===== config.mk =====
export PLATFORM = sky130hd
export DESIGN_NAME = oag_core
export DESIGN_NICKNAME = d
export VERILOG_FILES = /design/src/hdl/oag_core.v /design/src/hdl/oag_post_mod.v
export VERILOG_INCLUDE_DIRS = /design/src /design/src/hdl
export SDC_FILE = /design/constraint.sdc
export NUM_CORES = 1
export LEC_CHECK = 0
export ABC_CLOCK_PERIOD_IN_PS = 10000
export BUFFER_PORTS_ARGS = -buffer_cell sky130_fd_sc_hd__buf_2
export CORE_UTILIZATION = 30
export CTS_BUF_LIST = sky130_fd_sc_hd__clkbuf_4 sky130_fd_sc_hd__clkbuf_8
export CTS_CLUSTER_DIAMETER = 100
export DETAILED_ROUTE_END_ITERATION = 7
export SYNTH_ARGS = -nofsm -noshare
export SYNTH_HDL_FRONTEND = slang
export SYNTH_SLANG_ARGS = --single-unit
export TNS_END_PERCENT = 1

===== constraint.sdc =====
create_clock -name clk -period 10 [get_ports clk]
set_clock_uncertainty 0.1 [all_clocks]
set_input_delay 0.5 -clock clk [delete_from_list [all_inputs] [get_ports clk]]
set_output_delay 0.5 -clock clk [all_outputs]
set_load 0.05 [all_outputs]

===== src/hdl/oag_consts.vh =====
`ifndef OAG_CONSTS_VH
`define OAG_CONSTS_VH
// ==========================================
// opcode field positions
`define OAG_PM_LSB 0
`define OAG_PM_MSB 1
`define OAG_RX_LSB 2
`define OAG_RX_MSB 4
`define OAG_AM_LSB 5
`define OAG_AM_MSB 7
`define OAG_NA_LSB 10
`define OAG_NA_MSB 11
// ==========================================
// addressing mode encodings (am field)
`define OAG_AM_DIRECT 3'h0
`define OAG_AM_INDIRECT 3'h3
// post-modify encodings (pm field)
`define OAG_PM_NONE 2'h0
`define OAG_PM_INC 2'h1
`define OAG_PM_DEC 2'h2
`define OAG_PM_IDX 2'h3
// accumulator pointer modifier (next A field)
`define OAG_NA_NONE 2'h0
`define OAG_NA_DEC 2'h1
`define OAG_NA_INC 2'h2
`define OAG_NA_STR 2'h3
// ==========================================
// operation codes on the op input
`define OAG_OP_MOVI 4'h0
`define OAG_OP_LOAD 4'h1
`define OAG_OP_STORE 4'h2
`define OAG_OP_BSTORE 4'h3
`define OAG_OP_IN 4'h4
`define OAG_OP_OUT 4'h5
`define OAG_OP_ROUNDING_MULTIPLY 4'h6
`define OAG_OP_LOOKUP 4'h7
`define OAG_OP_MRBYTE 4'h8
// ==========================================
// misc constants
`define OAG_IDX_REG 3'h5
`define OAG_WORD_STEP 16'h0002
`define OAG_BYTE_STEP 16'h0001
`define OAG_PARTNER_OFS 5'h10
`define OAG_PORT_B 8'h08
`define OAG_ROUND_BIT 32'h00008000
`define OAG_R_RESET 16'h0000
`define OAG_AP_RESET 5'h00
`endif


===== src/hdl/oag_core.v =====
// Function
// - immediate: one cycle, three if two words
// - immediate operand is sixteen bits wide
// - direct: second word is the address
// - data addresses are byte addresses
// - indirect picks one of eight registers
// - inc/dec by two words, one bytes
// - post-modify uses original value first
// - plain indirect keeps register unchanged
// - indexed form adds index register after
// - pointer premodified before accumulator select
// - partner is sixteen away in ring
// - byte store writes low eight bits
// - port 0x08 output drops upper byte
// - input stores port value at address
// - rounding multiply keeps rounded upper half
// - lookup copies program word to memory
// - byte load sets multiplier operand register
// - modifier codes none, dec, inc, string
// - mode fields from opcode low byte, next A field from bits 11:10
`include "oag_consts.vh"
module oag_core (
  // clock and reset
  input wire clk,
  input wire rstn,
  // instruction stream
  input wire instr_valid,
  input wire [3:0] op,
  input wire [16:0] opcode,
  input wire [15:0] imm_word,
  input wire imm_two_words,
  input wire [1:0] ap_sel,
  // accumulator file read
  input wire [15:0] acc_rdata,
  // data memory read
  input wire [15:0] dmem_rdata,
  // program memory read
  input wire [15:0] pmem_rdata,
  // i/o port read
  input wire [15:0] port_rdata,
  // status
  output reg busy_q,
  output reg [4:0] acc_sel_q,
  output reg [4:0] acc_partner_q,
  output reg [15:0] mr_q,
  output reg [15:0] ph_q,
  // data memory
  output reg [15:0] dmem_addr_q,
  output reg dmem_we_q,
  output reg dmem_byte_q,
  output reg [15:0] dmem_wdata_q,
  // program memory
  output reg [15:0] pmem_addr_q,
  // i/o port
  output reg [7:0] port_addr_q,
  output reg port_we_q,
  output reg [15:0] port_wdata_q
);
  // ==========================================
  // state machine, one-hot
  localparam ST_IDLE = 3'b001;
  localparam ST_WAIT = 3'b010;
  localparam ST_DONE = 3'b100;
  reg [2:0] state_q;
  reg [2:0] state_d;
  // eight address registers and four accumulator pointers
  reg [15:0] areg_q [0:7];
  reg [4:0] ap_q [0:3];
  // fields of the latched instruction
  reg [3:0] op_q;
  reg [2:0] rx_q;
  reg [1:0] pm_q;
  reg ind_q;

  // ==========================================
  // opcode field decode
  wire [2:0] f_am = opcode[`OAG_AM_MSB:`OAG_AM_LSB];
  wire [2:0] f_rx = opcode[`OAG_RX_MSB:`OAG_RX_LSB];
  wire [1:0] f_pm = opcode[`OAG_PM_MSB:`OAG_PM_LSB];
  wire [1:0] f_na = opcode[`OAG_NA_MSB:`OAG_NA_LSB];
  wire is_ind = (f_am == `OAG_AM_INDIRECT);
  wire is_imm_op = (op == `OAG_OP_MOVI) || (op == `OAG_OP_MRBYTE);
  wire is_byte = (op == `OAG_OP_BSTORE);

  // ring partner sixteen positions away
  function [4:0] partner;
    input [4:0] a;
    begin
      partner = a + `OAG_PARTNER_OFS;
    end
  endfunction

  // next pointer value for the premodify code
  function [4:0] ap_mod;
    input [4:0] a;
    input [1:0] na;
    begin
      case (na)
        `OAG_NA_DEC: ap_mod = a - 5'h01;
        `OAG_NA_INC: ap_mod = a + 5'h01;
        default: ap_mod = a;
      endcase
    end
  endfunction

  // ==========================================
  // address formation
  reg [15:0] eff_addr;
  reg [15:0] ptr_sel;
  always @* begin
    ptr_sel = areg_q[f_rx];
    eff_addr = imm_word;
    if (is_ind) begin
      eff_addr = ptr_sel;
    end
  end

  // post-modified pointer, computed for the latched register
  wire [15:0] ptr_next;
  oag_post_mod u_post (
    .ptr(areg_q[rx_q]),
    .index_register(areg_q[`OAG_IDX_REG]),
    .pm(pm_q),
    .byte_op(op_q == `OAG_OP_BSTORE),
    .ptr_next(ptr_next)
  );

  wire [4:0] ap_new = ap_mod(ap_q[ap_sel], f_na);

  wire [31:0] prod = mr_q * dmem_rdata + `OAG_ROUND_BIT;

  // ==========================================
  // next state
  always @* begin
    state_d = state_q;
    case (state_q)
      ST_IDLE: begin
        if (instr_valid && !(is_imm_op && !imm_two_words)) begin
          state_d = ST_WAIT;
        end
      end
      ST_WAIT: state_d = ST_DONE;
      ST_DONE: state_d = ST_IDLE;
      default: state_d = ST_IDLE;
    endcase
  end

  // ==========================================
  // datapath registers
  integer i;
  always @(posedge clk) begin
    if (!rstn) begin
      state_q <= ST_IDLE;
      for (i = 0; i < 8; i = i + 1) begin
        areg_q[i] <= `OAG_R_RESET;
      end
      for (i = 0; i < 4; i = i + 1) begin
        ap_q[i] <= `OAG_AP_RESET;
      end
      op_q <= `OAG_OP_MOVI;
      rx_q <= 3'h0;
      pm_q <= `OAG_PM_NONE;
      ind_q <= 1'b0;
      busy_q <= 1'b0;
      acc_sel_q <= 5'h00;
      // partner of pointer zero sits half a ring away
      acc_partner_q <= `OAG_PARTNER_OFS;
      mr_q <= 16'h0000;
      ph_q <= 16'h0000;
      dmem_addr_q <= 16'h0000;
      dmem_we_q <= 1'b0;
      dmem_byte_q <= 1'b0;
      dmem_wdata_q <= 16'h0000;
      pmem_addr_q <= 16'h0000;
      port_addr_q <= 8'h00;
      port_we_q <= 1'b0;
      port_wdata_q <= 16'h0000;
    end else begin
      state_q <= state_d;
      dmem_we_q <= 1'b0;
      port_we_q <= 1'b0;
      case (state_q)
        ST_IDLE: begin
          if (instr_valid) begin
            ap_q[ap_sel] <= ap_new;
            acc_sel_q <= ap_new;
            acc_partner_q <= partner(ap_new);
            op_q <= op;
            rx_q <= f_rx;
            pm_q <= is_ind ? f_pm : `OAG_PM_NONE;
            ind_q <= is_ind;
            dmem_addr_q <= eff_addr;
            dmem_byte_q <= is_byte;
            busy_q <= state_d != ST_IDLE;
            if (op == `OAG_OP_MOVI) begin
              areg_q[f_rx] <= imm_word;
            end
            if (op == `OAG_OP_MRBYTE) begin
              mr_q <= {8'h00, imm_word[7:0]};
            end
            pmem_addr_q <= acc_rdata;
            port_addr_q <= imm_word[7:0];
          end
        end
        ST_WAIT: begin
          case (op_q)
            `OAG_OP_STORE: begin
              dmem_we_q <= 1'b1;
              dmem_wdata_q <= acc_rdata;
            end
            `OAG_OP_BSTORE: begin
              dmem_we_q <= 1'b1;
              dmem_wdata_q <= {8'h00, acc_rdata[7:0]};
            end
            `OAG_OP_IN: begin
              dmem_we_q <= 1'b1;
              dmem_wdata_q <= port_rdata;
            end
            `OAG_OP_OUT: begin
              port_we_q <= 1'b1;
              port_wdata_q <= (port_addr_q == `OAG_PORT_B) ?
                {8'h00, dmem_rdata[7:0]} : dmem_rdata;
            end
            `OAG_OP_ROUNDING_MULTIPLY: ph_q <= prod[31:16];
            `OAG_OP_LOOKUP: begin
              dmem_we_q <= 1'b1;
              dmem_wdata_q <= pmem_rdata;
            end
            default: dmem_we_q <= 1'b0;
          endcase
        end
        ST_DONE: begin
          if (ind_q) begin
            areg_q[rx_q] <= ptr_next;
          end
          busy_q <= 1'b0;
        end
        default: busy_q <= 1'b0;
      endcase
    end
  end
endmodule // oag_core


===== src/hdl/oag_post_mod.v =====
`include "oag_consts.vh"
// ==========================================
// address register post-modification
module oag_post_mod (
  // current pointer and controls
  input wire [15:0] ptr,
  input wire [15:0] index_register,
  input wire [1:0] pm,
  input wire byte_op,
  // updated pointer
  output reg [15:0] ptr_next
);
  reg [15:0] step;
  always @* begin
    step = byte_op ? `OAG_BYTE_STEP : `OAG_WORD_STEP;
    ptr_next = ptr;
    case (pm)
      `OAG_PM_INC: ptr_next = ptr + step;
      `OAG_PM_DEC: ptr_next = ptr - step;
      `OAG_PM_IDX: ptr_next = ptr + index_register;
      default: ptr_next = ptr;
    endcase
  end
endmodule // oag_post_mod


* Yosys cells after proc, flatten, opt, wreduce, memory -nomap -nowiden
Memories as Yosys holds them, arrays and structs flattened. A register that Yosys moved wholly into a read port is not among the register bits. Cells that the tools add are included.
Storage, ports and cells: register bits after elaboration 123, memory bits (writable) 148, input bits 107, output and inout port bits 118, memories kept 2
Cells by class: $add $sub $neg 7, $mul 1, eq/ne operators 20, muxes and demuxes 38, bitwise logic cells 1, reductions and logical operators 18
Memories:
- areg_q | words 8, bits a word 16, read ports 3, clocked after Yosys merged registers in 1, wr ports 8, RTL line oag_core.v:67 | reg [15:0] areg_q [0:7];
- ap_q | words 4, bits a word 5, read ports 1, clocked after Yosys merged registers in 0, wr ports 4, RTL line oag_core.v:68 | reg [4:0] ap_q [0:3];
Operators by type and width (number):
- $mux W16 | 4
- $pmux W16 S4 | 1
- $pmux W16 S3 | 1
- $add A16 B16 Y16 | 2
- $reduce_or A16 Y1 | 2
- $add A24 B16 Y25 const B | 1
- $mul A8 B16 Y24 | 1
- $mux W1 | 20
- $eq A4 B3 Y1 const B | 4
- $sub A16 B16 Y16 | 1
- $mux W3 | 5
- $eq A4 B2 Y1 const B | 3
- $reduce_and A2 Y1 | 6
- $pmux W5 S2 | 1
- $eq A8 B4 Y1 const B | 1
- $eq A2 B2 Y1 const B | 3
- $eq A3 B2 Y1 const B | 2
- $mux W2 | 3
- $pmux W3 S2 | 1
- $add A5 B1 Y5 const B | 1
- $add A5 B5 Y5 const B | 1
- $mux W5 | 1
- $reduce_or A5 Y1 | 1
- $sub A5 B1 Y5 const B | 1
- other kinds (15) | 18

* Longest topological paths before layout
depth after elaboration 10, depth in mapped cells 18, depth with buffers taken out 17

* By module
Synthesis repeated with hierarchy kept, for this count alone.
Unflattened totals: cell total of the unflattened synthesis 1695, area total of the unflattened synthesis 17311.6 sq um
Modules (own cells, without submodules):
- oag_core | times used 1, cells each 1526, area an instance 16236.8 sq um, sequential area each 6746.5 sq um
- oag_post_mod | times used 1, cells each 169, area an instance 1074.8 sq um, sequential area each 0.0 sq um

* Worst setup path before layout
No wires, ideal clock.
path kind flip-flop to flip-flop, start register mr_q[3], end register ph_q[5], arrival 4515 ps, data required time 9775 ps, setup slack 5260 ps, stages on the path, launching flop included 16, buffers on the path 1, path through dfxtp_1 clkbuf_1 and2_1 fa_1 fa_1 fa_1 inv_1 fa_1 inv_1 ha_1 and4_1 a221oi_1 o31ai_1 a221oi_1 xor2_1 o21ai_0
Between the ends: cells in the longest elaborated chain, start to end 2
RTL lines:
- start: declaration | RTL line oag_core.v:45 | output reg [15:0] mr_q,
- start signal: assignment | RTL line oag_core.v:199 | mr_q <= {8'h00, imm_word[7:0]};
- $mul A8 B16 Y24 | RTL line oag_core.v:130 | wire [31:0] prod = mr_q * dmem_rdata + `OAG_ROUND_BIT;
- $add A24 B16 Y25 (no source line)
- end signal: assignment | RTL line oag_core.v:224 | `OAG_OP_ROUNDING_MULTIPLY: ph_q <= prod[31:16];
- end: declaration | RTL line oag_core.v:46 | output reg [15:0] ph_q,
Every way passes these cells. A chain may end at the register's enable or synchronous reset.

* Worst setup path after layout
start register mr_q[4], end register ph_q[5]
The elaborated chain is that of the path after synthesis.

==> flow_summary.ini <==
[setup_path]
critPathSlowestCell = dfxtp_1
end_kind = flip-flop
critPathBufInv = 2
path_max_fanout = 18
rrSetupSlack_ns = 4.62
cp.required_ns = 10.38
path_delay_family = adder cells
crit_arrival_ns = 5.76
timing.rr.end = ph_q[5]
cp_cell_sequence = and2_1, fa_1, fa_1, fa_1, inv_1, fa_1, inv_1, ha_1, a21oi_1, nand2_1, a221oi_1, o31ai_1, a221oi_1, xor2_1, o21ai_0
critPathMaxStageDelay_ns = 0.80
start_kind = flip-flop
crit_type = flip-flop to flip-flop
cp_common_cell = fa_1
reg2reg_depth = 15
r2r-start = mr_q[4]

[sta]
timing.final.crit_share_pct = 53.8
tightest_slew_ns = 1.14
rsz0062_at_grt = false
fmax_mhz = 186
report.final.slew_viol_count = 0
hold_viol = 0
setup_violations = 0
period_needed_ns = 5.38
fin_setup_tns_ns = 0
relSlewSlack_pct = 23.4

[floorplan]
pin_count = 225
die_width_um = 240
die-area_mm2 = 0.0578
rows = 87
start_util_pct = 30.3
design.core.area_mm2 = 0.0563
die_h_um = 240

[detailed_routing]
detail_route.iter0.violations = 838
totalWireLength_um = 48300
avgViaCountPerCell = 4.99
firstDrtPassIters = 7
drc_errors = 0
postRouteAntennaNets = 0
detail_route.wl_per_cell_um = 18.4
via_count = 13000

[placed_design]
place.gp.congestion = 0.852
dp_hpwl_um = 34100
placed_cell_area_mm2 = 0.0187
port_buffers = 202

[logic_synthesis]
synth_area_mm2 = 0.0171
synth-seq-cells = 263
syn_area_per_cell_um2 = 10.4
synthFlopType = edfxtp_1
yosys_warnings = 0
yosys-top-cells-area = edfxtp_1, dfxtp_1, fa_1
ys_seq_area_share_pct = 39.6
synthArstFlopShare_pct = 0
yosysUniqueCellTypes = 69
synth_cells = 1642
synth_top_area_cell = edfxtp_1
synth_top_area_share_pct = 26.1
synth_edf_count = 148

[layout]
area_delta_synth_final_pct = 16.1
finalInstanceArea_mm2 = 0.0198
drive_gt1_share_pct = 21.9
nNetsFinal = 2091

[cts]
clkTransAtPathRegs_ns = 0.06
htree_levels = 2
clk_path_buf_depth = 3
root_buffer = clkbuf_8
cts_tree = yes
cts_resized = 0
cts.sinks = 263
cts_inserted_buffers = 46
insertion_delay_ns = 0.64

[power_and_ir_drop]
p_per_area_mw_per_mm2 = 139
cellLeakagePower_nw = 8.58
power_w = 0.00275
ir_worst_vdd_v = 0.0000752

[grt]
grt_max_degree = 68
grt-ovfl-total = 0
grt_usage_pct = 16.7
grt_pass1_vias = 13300
grt_antenna_before_repair = 4
grt_pass1_wl_um = 74600

[hold_path]
min-delay-start = acc_rdata[5]
hold_path_class = input pin to flip-flop
hold_depth = 3
holdPathEnd = pmem_addr_q[5]

[run]
drv_cap = 0

[outcome]
status = complete, no violations
-- cells in the mapped netlist (6+ instances only) --
cell,count
buf_2,14
clkbuf_1,58
a31oi_1,15
o211ai_1,10
dfxtp_1,115
nand2_1,199
o21ai_1,11
nand2b_1,6
o21ai_0,67
and2_1,106
a21oi_1,64
mux2_2,17
a22oi_1,16
a211oi_1,12
o21a_1,20
nand3b_1,6
mux2i_1,34
ha_1,76
inv_1,126
nor3_1,27
xnor2_1,13
mux4_2,69
fa_1,85
xor2_1,10
a21o_1,12
nor2_1,189
buf_1,7
a222oi_1,8
edfxtp_1,148
buf_4,20
nand3_1,8
-- cell type report --
cell class	instances	area, µm²
Multi-Input combinational cell	1168	9440
Timing Repair Buffer	218	1130
Antenna cell	1	2.50
Clock buffer	62	803
Clock inverter	23	255
Inverter	126	473
Fill cell	5682	36500
Tap cell	756	946
Sequential cell	263	6750
-- state kept, by name, indices dropped and copies added, names as in the netlist, 2 cells and up, named ones only --
| signal | flops |
|---|---|
| areg_q | 128 |
| ap_q | 20 |
| dmem_addr_q | 16 |
| dmem_wdata_q | 16 |
| pmem_addr_q | 16 |
| port_wdata_q | 16 |
| ph_q | 9 |
| mr_q | 8 |
| port_addr_q | 8 |
| acc_sel_q | 5 |
| op_q | 4 |
| rx_q | 3 |
| state_q | 3 |
| pm_q | 2 |
-- worst register-to-register path: cells and delay by family (launching register included) --
| kind | cells | cell delay (ns) |
|---|---|---|
| buf+inv | 2 | 0.09 |
| compound gates | 5 | 1.47 |
| flops | 1 | 0.80 |
| simple gates | 2 | 0.34 |
| xor+xnor | 1 | 0.18 |
| fa+ha+maj | 5 | 2.26 |
-- stage by stage --
stage / setup WS [ns] / util [%] / hold WS [ns] / std cells
finish: 4.62 / 35.2 / 0.0500 / 2617
global route: 4.29 / 35.2 / 0.0290 / 2616
CTS: 4.59 / 35.2 / 0.00803 / 2616
detailed placement: 4.60 / 33.3 / 0.330 / 2530
global placement: 4.66 / 33.3 / 0.329 / 2530
floorplan: 5.26 / - / 0.363 / 1656
-- power breakdown --
part           switching, W  internal, W
logic              0.000265     0.000134
clock network      0.000494     0.000639
registers         0.0000297      0.00118
-- metal layers --
metal	vias to the layer above	wire length, µm	GRT usage, %
met4	8	1260	5.48
met3	98	2710	2.88
met2	362	24000	28.7
li1	6092	-	-
met1	6486	20200	21.2
met5	-	46	0
-- layout by cell type (no fill, tap or decap), types with 13 or more instances in the layout --
master,instances
ha_1,76
fa_1,85
nor3_1,27
and2_1,106
clkbuf_8,54
xnor2_1,13
nor2_1,185
o21a_1,20
a31oi_1,15
mux4_2,69
nand2_1,199
conb_1,15
a22oi_1,16
dfxtp_1,114
mux2i_1,34
buf_4,15
buf_2,202
inv_1,125
edfxtp_1,148
mux2_2,17
a21oi_1,64
o21ai_0,67
-- cell families (layout without fill, tap and decap cells) --
logic type	count (synthesis)	in the layout	share of synthesized area [%]
and+or+nand+nor	572	572	15.2
AOI/OAI and AO/OA	277	277	10.7
DFF	263	263	39.6
buffers and inverters	225	429	5.50
adders and majority gates	161	161	15.6
muxes	120	120	12.2
xor gates and xnor gates	23	23	1.18
other	1	16	0.0220
-- timing repair --
action                                  in CTS  in global routing
setup buffers                                0                  0
endpoints found under the setup margin       0                  0
endpoints found under the hold margin        1                  0
hold buffers                                 1                  0
-- how the worst max path moves through the flow --
stage            start  endpoint  depth (start not counted)
4_1_cts        mr_q[4]   ph_q[5]                         15
3_3_place_gp   mr_q[4]   ph_q[5]                         15
3_5_place_dp   mr_q[4]   ph_q[5]                         15
2_1_floorplan  mr_q[3]   ph_q[5]                         15
5_1_grt        mr_q[4]   ph_q[5]                         15
6_report       mr_q[4]   ph_q[5]                         15
Note: power is estimated with default switching activity, not from simulation.
